### config.mk
export PLATFORM = sky130hd
export DESIGN_NAME = offset_null_sequencer
export DESIGN_NICKNAME = d
export VERILOG_FILES = /design/src/pkg/offset_null_pkg.sv /design/src/core/offset_null_sequencer.sv
export SDC_FILE = /design/constraint.sdc
export NUM_CORES = 1
export LEC_CHECK = 0
export ABC_AREA = 1
export BUFFER_PORTS_ARGS = -buffer_cell sky130_fd_sc_hd__buf_4
export CORE_AREA = 2 2 72 74
export DETAILED_ROUTE_END_ITERATION = 10
export DIE_AREA = 0 0 74 76
export GPL_ROUTABILITY_DRIVEN = 0
export GPL_TIMING_DRIVEN = 1
export PLACE_DENSITY = 0.8
export SYNTH_ARGS = -nofsm -noshare
export SYNTH_HDL_FRONTEND = slang
export SYNTH_SLANG_ARGS = --single-unit
### constraint.sdc
create_clock -name clk_i -period 3.8 [get_ports clk_i]
set_input_delay 0.57 -clock clk_i [delete_from_list [all_inputs] [get_ports clk_i]]
set_output_delay 0.57 -clock clk_i [all_outputs]
set_load 0.1 [all_outputs]
### src/pkg/offset_null_pkg.sv
// shared constants and types for the offset nulling sequencer
package offset_null_pkg;
	// timing
	localparam int CLK_PERIOD_NS = 10;
	localparam int OSC_FREQ_HZ = 100000;
	localparam int OSC_PERIOD_NS = 1000000000 / OSC_FREQ_HZ;
	localparam int OSC_CYCLES = OSC_PERIOD_NS / CLK_PERIOD_NS;
	localparam int OSC_CNT_W = 10;
	localparam logic [OSC_CNT_W-1:0] OSC_LAST = OSC_CNT_W'(OSC_CYCLES - 1);

	// divider ratios
	localparam int DIV_W = 11;
	localparam logic [DIV_W-1:0] DIV_BY_1 = 11'h001;
	localparam logic [DIV_W-1:0] DIV_BY_4 = 11'h004;
	localparam logic [DIV_W-1:0] DIV_BY_16 = 11'h010;
	localparam logic [DIV_W-1:0] DIV_BY_128 = 11'h080;
	localparam logic [DIV_W-1:0] DIV_BY_1024 = 11'h400;

	// rate-select codes {high, low}
	localparam logic [1:0] RATE_CODE_4 = 2'h0;
	localparam logic [1:0] RATE_CODE_16 = 2'h1;
	localparam logic [1:0] RATE_CODE_128 = 2'h2;

	// comparator stages
	localparam int STAGES = 4;
	localparam logic [1:0] STAGE_FIRST = 2'h0;
	localparam logic [1:0] STAGE_LAST = 2'h3;
	localparam logic [STAGES-1:0] STAGE_ONE = 4'h1;

	// synchroniser slot positions
	localparam int SY_RESET_N = 0;
	localparam int SY_RATE_LOW = 1;
	localparam int SY_RATE_HIGH = 2;
	localparam int SY_EXT_CLK = 3;
	localparam int SY_EXT_SEL = 4;
	localparam int SY_OSC_HOLD = 5;
	localparam int SY_CMP = 6;
	localparam int SY_W = 7;
	localparam logic [SY_W-1:0] SY_RESET_VAL = 7'h00;

	typedef enum logic [4:0] {
		S_IDLE = 5'h01,
		S_ZERO = 5'h02,
		S_DECIDE = 5'h04,
		S_LATCH = 5'h08,
		S_STEP = 5'h10
	} seq_state_t;

	// one correction step towards the integrator
	typedef struct packed {
		logic up;
		logic down;
	} step_t;

	localparam step_t STEP_NONE = 2'h0;
endpackage

### src/core/offset_null_sequencer.sv
// divider, sequencer and decision latch of the offset nulling device
`timescale 1ns/1ps
`default_nettype none

// Notes on behaviour
// sample clock is divided by 1, 4, 16, 128 or 1024.
// power-up or reset forces divide-by-one, the fastest sample rate.
// first change of the latched decision switches to the programmed ratio.
// reset during operation returns to fastest rate until next first toggle.
// each divider output pulse starts one full sample-and-correct pass.
// decision is latched, held until next, and shown on the result pin.
// a sample away from reference gives one step opposing the error.
// one step per sample cycle, continuing indefinitely after null.
// without external clock an internal 100 kHz oscillator clocks the device.
// an external clock may replace the internal one, at most 100 kHz.
// holding the clock input stops divider and sequencer; resumes on release. Code: osc_hold_i gates only the internal oscillator, not external edges.
// each comparator stage is zeroed in turn, first to last, before deciding.
// each latched decision makes exactly one fixed step signed by the latch.
// outside system should pick a sample period above amplifier settling time.
// result output updates at most once per sample period.
// reset pin is active low and selects the fastest sample rate.
// rate code {high,low} selects divide-by 4, 16, 128, 1024 ascending.
module offset_null_sequencer
(
	// system
	input wire logic clk_i,
	input wire logic reset_i,
	// device pins, asynchronous to clk_i
	input wire logic reset_n_i,
	input wire logic rate_select_low_i,
	input wire logic rate_select_high_i,
	input wire logic ext_clk_i,
	input wire logic ext_clk_select_i,
	input wire logic osc_hold_i,
	input wire logic comparator_above_i,
	// comparator result, open drain
	output logic comparator_result_out_o,
	output logic comparator_result_out_oe_o,
	// comparator stage and latch control
	output logic [offset_null_pkg::STAGES-1:0] stage_zero_o,
	output logic latch_enable_o,
	// integrator step
	output offset_null_pkg::step_t correction_step_o
);
	import offset_null_pkg::*;

	// pin synchronisers
	logic [SY_W-1:0] sy1_q;
	logic [SY_W-1:0] sy2_q;
	logic [SY_W-1:0] pins;
	logic ext_prev_q;
	logic ext_prev_d;

	assign pins = {comparator_above_i, osc_hold_i, ext_clk_select_i, ext_clk_i,
		rate_select_high_i, rate_select_low_i, reset_n_i};
	assign ext_prev_d = sy2_q[SY_EXT_CLK];

	always_ff @(posedge clk_i or posedge reset_i)
	begin
		if (reset_i)
		begin
			sy1_q <= SY_RESET_VAL;
			sy2_q <= SY_RESET_VAL;
			ext_prev_q <= 1'b0;
		end
		else
		begin
			sy1_q <= pins;
			sy2_q <= sy1_q;
			ext_prev_q <= ext_prev_d;
		end
	end

	logic dev_rst;
	logic osc_hold;
	logic ext_sel;
	assign dev_rst = ~sy2_q[SY_RESET_N];
	assign osc_hold = sy2_q[SY_OSC_HOLD];
	assign ext_sel = sy2_q[SY_EXT_SEL];

	// clock source: internal oscillator or external clock edges
	logic [OSC_CNT_W-1:0] osc_cnt_q;
	logic [OSC_CNT_W-1:0] osc_cnt_d;
	logic osc_tick;
	logic clk_tick;

	always_comb
	begin
		osc_cnt_d = osc_cnt_q;
		osc_tick = 1'b0;
		if (!osc_hold)
		begin
			if (osc_cnt_q == OSC_LAST)
			begin
				osc_cnt_d = '0;
				osc_tick = 1'b1;
			end
			else
			begin
				osc_cnt_d = osc_cnt_q + 1'b1;
			end
		end
		// external rate is trusted to stay at or below the oscillator rate
		clk_tick = ext_sel ? (sy2_q[SY_EXT_CLK] & ~ext_prev_q) : osc_tick;
	end

	always_ff @(posedge clk_i or posedge reset_i)
	begin
		if (reset_i)
			osc_cnt_q <= '0;
		else
			osc_cnt_q <= osc_cnt_d;
	end

	// rate divider with two-speed gear
	logic [DIV_W-1:0] div_cnt_q;
	logic [DIV_W-1:0] div_cnt_d;
	logic [DIV_W-1:0] ratio;
	logic [DIV_W-1:0] prog_ratio;
	logic div_pulse;
	logic fast_q;
	logic fast_d;
	logic seen_q;
	logic seen_d;

	seq_state_t state_q;
	seq_state_t state_d;
	logic decision_q;
	logic decision_d;
	logic latch_q;
	logic latch_d;

	always_comb
	begin
		case ({sy2_q[SY_RATE_HIGH], sy2_q[SY_RATE_LOW]})
			RATE_CODE_4: prog_ratio = DIV_BY_4;
			RATE_CODE_16: prog_ratio = DIV_BY_16;
			RATE_CODE_128: prog_ratio = DIV_BY_128;
			default: prog_ratio = DIV_BY_1024;
		endcase
		ratio = fast_q ? DIV_BY_1 : prog_ratio;
		div_cnt_d = div_cnt_q;
		div_pulse = 1'b0;
		if (clk_tick)
		begin
			// compare with >= so a ratio drop mid-count cannot overrun
			if (div_cnt_q >= ratio - 1'b1)
			begin
				div_cnt_d = '0;
				div_pulse = 1'b1;
			end
			else
			begin
				div_cnt_d = div_cnt_q + 1'b1;
			end
		end
		fast_d = fast_q;
		seen_d = seen_q;
		if (state_q == S_LATCH)
		begin
			seen_d = 1'b1;
			if (seen_q && decision_q != latch_q)
				fast_d = 1'b0;
		end
		if (dev_rst)
		begin
			fast_d = 1'b1;
			seen_d = 1'b0;
			div_cnt_d = '0;
		end
	end

	always_ff @(posedge clk_i or posedge reset_i)
	begin
		if (reset_i)
		begin
			div_cnt_q <= '0;
			fast_q <= 1'b1;
			seen_q <= 1'b0;
		end
		else
		begin
			div_cnt_q <= div_cnt_d;
			fast_q <= fast_d;
			seen_q <= seen_d;
		end
	end

	// sequencer: zero stages, decide, latch, step
	logic [1:0] stage_q;
	logic [1:0] stage_d;
	logic [STAGES-1:0] stage_zero_d;
	logic latch_en_d;
	step_t step_d;
	logic res_oe_d;

	always_comb
	begin
		state_d = state_q;
		stage_d = stage_q;
		decision_d = decision_q;
		latch_d = latch_q;
		step_d = STEP_NONE;
		latch_en_d = 1'b0;
		case (state_q)
			S_IDLE:
			begin
				// a pulse during a pass is dropped: one result per period
				if (div_pulse && !dev_rst)
				begin
					state_d = S_ZERO;
					stage_d = STAGE_FIRST;
				end
			end
			S_ZERO:
			begin
				if (stage_q == STAGE_LAST)
					state_d = S_DECIDE;
				else
					stage_d = stage_q + 1'b1;
			end
			S_DECIDE:
			begin
				decision_d = sy2_q[SY_CMP];
				state_d = S_LATCH;
			end
			S_LATCH:
			begin
				latch_d = decision_q;
				latch_en_d = 1'b1;
				state_d = S_STEP;
			end
			S_STEP:
			begin
				step_d.down = latch_q;
				step_d.up = ~latch_q;
				state_d = S_IDLE;
			end
			default:
			begin
				state_d = S_IDLE;
			end
		endcase
		stage_zero_d = (state_d == S_ZERO) ? (STAGE_ONE << stage_d) : '0;
		res_oe_d = ~latch_d;
	end

	always_ff @(posedge clk_i or posedge reset_i)
	begin
		if (reset_i)
		begin
			state_q <= S_IDLE;
			stage_q <= STAGE_FIRST;
			decision_q <= 1'b0;
			latch_q <= 1'b0;
			stage_zero_o <= '0;
			latch_enable_o <= 1'b0;
			correction_step_o <= STEP_NONE;
			comparator_result_out_o <= 1'b0;
			comparator_result_out_oe_o <= 1'b1;
		end
		else
		begin
			state_q <= state_d;
			stage_q <= stage_d;
			decision_q <= decision_d;
			latch_q <= latch_d;
			stage_zero_o <= stage_zero_d;
			latch_enable_o <= latch_en_d;
			correction_step_o <= step_d;
			comparator_result_out_o <= 1'b0;
			comparator_result_out_oe_o <= res_oe_d;
		end
	end
endmodule

`default_nettype wire

==> flow_summary.toml <==
[floorplanning]
dieHeight_um = 76
core_area_um2 = 4910
dieArea_um2 = 5620
ios = 18
start_util = 0.578
rows = 26
die_w_um = 74

[worst_setup_path]
cp-start-kind = "register"
slowest_delay_ns = 0.56
crit_buf_inv = 3
crit_type = "reg -> reg"
crit_top_cell = "nand2_1"
crit_slowest_cell = "dfstp_2"
cp_top_family = "simple AND/OR/NAND/NOR gates"
crit_arrival_ns = 2.66
crit_fanout = 8
setup.worst_path.end_class = "register"
required_ns = 4.05
crit_chain = "inv_1 > o21ai_0 > inv_1 > ha_1 > xnor2_1 > ha_1 > nand2_1 > inv_1 > nand2_1 > nor2_1 > nand2_1 > nand3_1 > nor2_4 > nand4_1 > nand2_1"

[clock_tree]
cts_tree = "yes"
clkTransAtPathRegs_ns = 0.11
ctsHtreeMaxLevel = 2
cts.sinks = 55
cts_root_buffer = "clkbuf_8"
numCtsBuffers = 5
cts_setup_buffers = 0
ctsHoldBuffers = 0
cts_resized = 0
clock_path_buffers = 2
insertion_delay_ns = 0.32

[synthesis]
synthSimpleGateAreaFrac = 0.303
synth_top_family_by_area = "simple AND/OR/NAND/NOR gates"
yosys-top-cells-area = "dfrtp_1 46%, nand2_1 10%, inv_1 7.5%"
synth_compound_area_frac = 0.0383
seq_area_frac_synth = 0.486
yosysWarnings = 0
ys_seq_elements = 55
synthCells = 340
yosysTopAreaCell = "dfrtp_1"
synth.net_count = 363
synth.area.mux_share = 0
synth-adder-area-share = 0.0616
syn_area_per_cell_um2 = 8.36
yosys.area.top_type_share = 0.458
synthDistinctLibCells = 32
syn-cell-area_um2 = 2840
synth_xor_area_frac = 0.0216

[timing]
tns_ns = 0
fmax_mhz = 415
slew_headroom = 0.269
rsz0062_at_grt = "false"
fin_skew_ns = 0.0128
worstMarginPinSlew_ns = 1.09
period_needed_ns = 2.41
layout_worst_path_cycle_share = 0.634
finalHoldViolCount = 0
setup_viol = 0
final_max_slew_viol_count = 0

[route]
wl_per_cell_um = 11.6
finalWirelength_um = 4990
viasPerCell = 5.00
drc = 0
vias = 2150
drt-initial-drc-count = 117
drt_pass1_iterations = 4
ant_nets = 0

[power]
p_sw_frac = 0.309
seq_power_share = 0.566
netSwitchingPower_mw = 0.377
p_total_mw = 1.22
clockPowerShare = 0.285
internal_power_mw = 0.843
ir_drop_uv = 216
leakage_nw = 1.69
power_density_nw_per_um2 = 391
pwr-share-comb = 0.149

[grt]
grt_remaining_overflow = 0
grt_usage = 0.204
grt_pass1_wl_um = 9020
grt_pass1_vias = 2061
grt_max_degree = 56
antenna_found_initial = 0

[final_layout]
final_core_util = 0.635
synthToLayoutAreaGrowth_pct = 9.82
fin_cells = 430
n_antenna_cell = 0
finalInstanceArea_um2 = 3120
final_nets = 382
drive_above_1_share = 0.119

[placement]
port-buffer-count = 16
post_dp_cell_area_um2 = 3020
dp_hpwl_um = 3700
placedCellCount = 422

[hold_path]
hp-class = "in -> reg"

[run_status]
status = "complete, no violations"

[job]
max_cap_violations = 0
-- power groups by stage --
stage / Sequential [mW] / Clock (mW) / Combinational, mW
after global placement: 0.699 / 0 / 0.176
after global routing: 0.700 / 0.386 / 0.210
after floorplan: 0.693 / 0 / 0.148
final: 0.691 / 0.348 / 0.182
after detailed placement: 0.700 / 0 / 0.184
after CTS: 0.690 / 0.364 / 0.185
-- cell usage after synthesis, drive strengths merged --
master  number
a21boi       1
a21oi        7
buf          4
conb         2
dfrtp       52
dfstp        3
ha          14
inv         58
nand2       81
nand3       35
nand3b       1
nand4       15
nor2        38
nor3         6
nor3b        1
nor4         2
o21ai       11
o21bai       1
or2          1
xnor2        2
xor2         5
-- cell usage in the layout, fill, tap and decap left out, drive strengths merged --
cell type	synthesis	layout
conb	2	2
clkinv	0	1
dfrtp	52	52
ha	14	14
nor3	6	6
clkbuf	0	5
nand3b	1	1
nand3	35	35
buf	4	16
or2	1	1
xnor2	2	2
nor2	38	38
a21oi	7	7
o21ai	11	11
inv	58	60
o21bai	1	1
nand4	15	15
dfstp	3	3
xor2	5	5
nor4	2	2
nand2	81	81
nor3b	1	1
a21boi	1	1
-- per-layer routing --
| metal | wire length, um | vias to the layer above | share of wire | global-route usage |
|---|---|---|---|---|
| met3 | 160 | 5 | 0.032 | 0.0450 |
| met2 | 2360 | 28 | 0.47 | 0.307 |
| li1 | - | 1117 | - | - |
| met5 | 0 | - | 0 | 0 |
| met4 | 73 | 0 | 0.015 | 0.0764 |
| met1 | 2400 | 1000 | 0.48 | 0.287 |
-- flip-flops by register name, indices dropped and copies added, names as in the netlist --
name / flops
osc_cnt_q: 10
comparator_result_out_oe_o: 1
sy2_q: 7
state_q: 5
correction_step_o: 2
sy1_q: 7
stage_q: 2
latch_q: 1
decision_q: 1
stage_zero_o: 4
fast_q: 1
latch_enable_o: 1
ext_prev_q: 1
seen_q: 1
div_cnt_q: 11
-- worst reg2reg max path: cells and delay by family, from the launching register on --
family                   cells  cell delay (ns)
AO/OA/AOI/OAI                1             0.14
XOR/XNOR                     1             0.17
adder cells (fa/ha/maj)      2             0.48
buffers and inverters        3             0.24
flip-flops                   1             0.56
AND/OR/NAND/NOR              8             0.74
-- per-stage QoR --
step	worst slack [ns]	hold slack, ns
floorplan	1.68	0.331
detailed placement	1.45	0.335
finish	1.39	0.348
global route	1.13	0.322
global placement	1.51	0.332
CTS	1.37	0.337
-- cells by family after synthesis --
kind of cell | count (synthesis)
and+or+nand+nor | 180
buffers and inverters | 62
adders and majority gates | 14
AOI/OAI and AO/OA | 20
other | 2
xor gates and xnor gates | 7
DFF | 55
-- final timing paths --
path / start / to / slack [ns] / cells past startpoint
hold reg to reg: sy1_q[0] / sy2_q[0] / 0.36 / 0
max in group asynchronous: reset_i / sy1_q[2] / 2.59 / 2
setup / recovery: fast_q / div_cnt_q[6] / 1.39 / 15
setup reg to reg: fast_q / div_cnt_q[6] / 1.39 / 15
hold / removal: reset_n_i / sy1_q[0] / 0.35 / 1
min in group asynchronous: reset_i / sy1_q[5] / 0.53 / 2
-- area by class of cell --
class,instances,area [um^2]
clock buffers,5,68.8
clock inverters,3,31.3
fillers,437,1790
inverters,58,218
multi-input cells,223,1210
flip-flops and latches,55,1380
well taps,70,87.6
repair buffers,16,120
(Power assumes the default switching activity.)
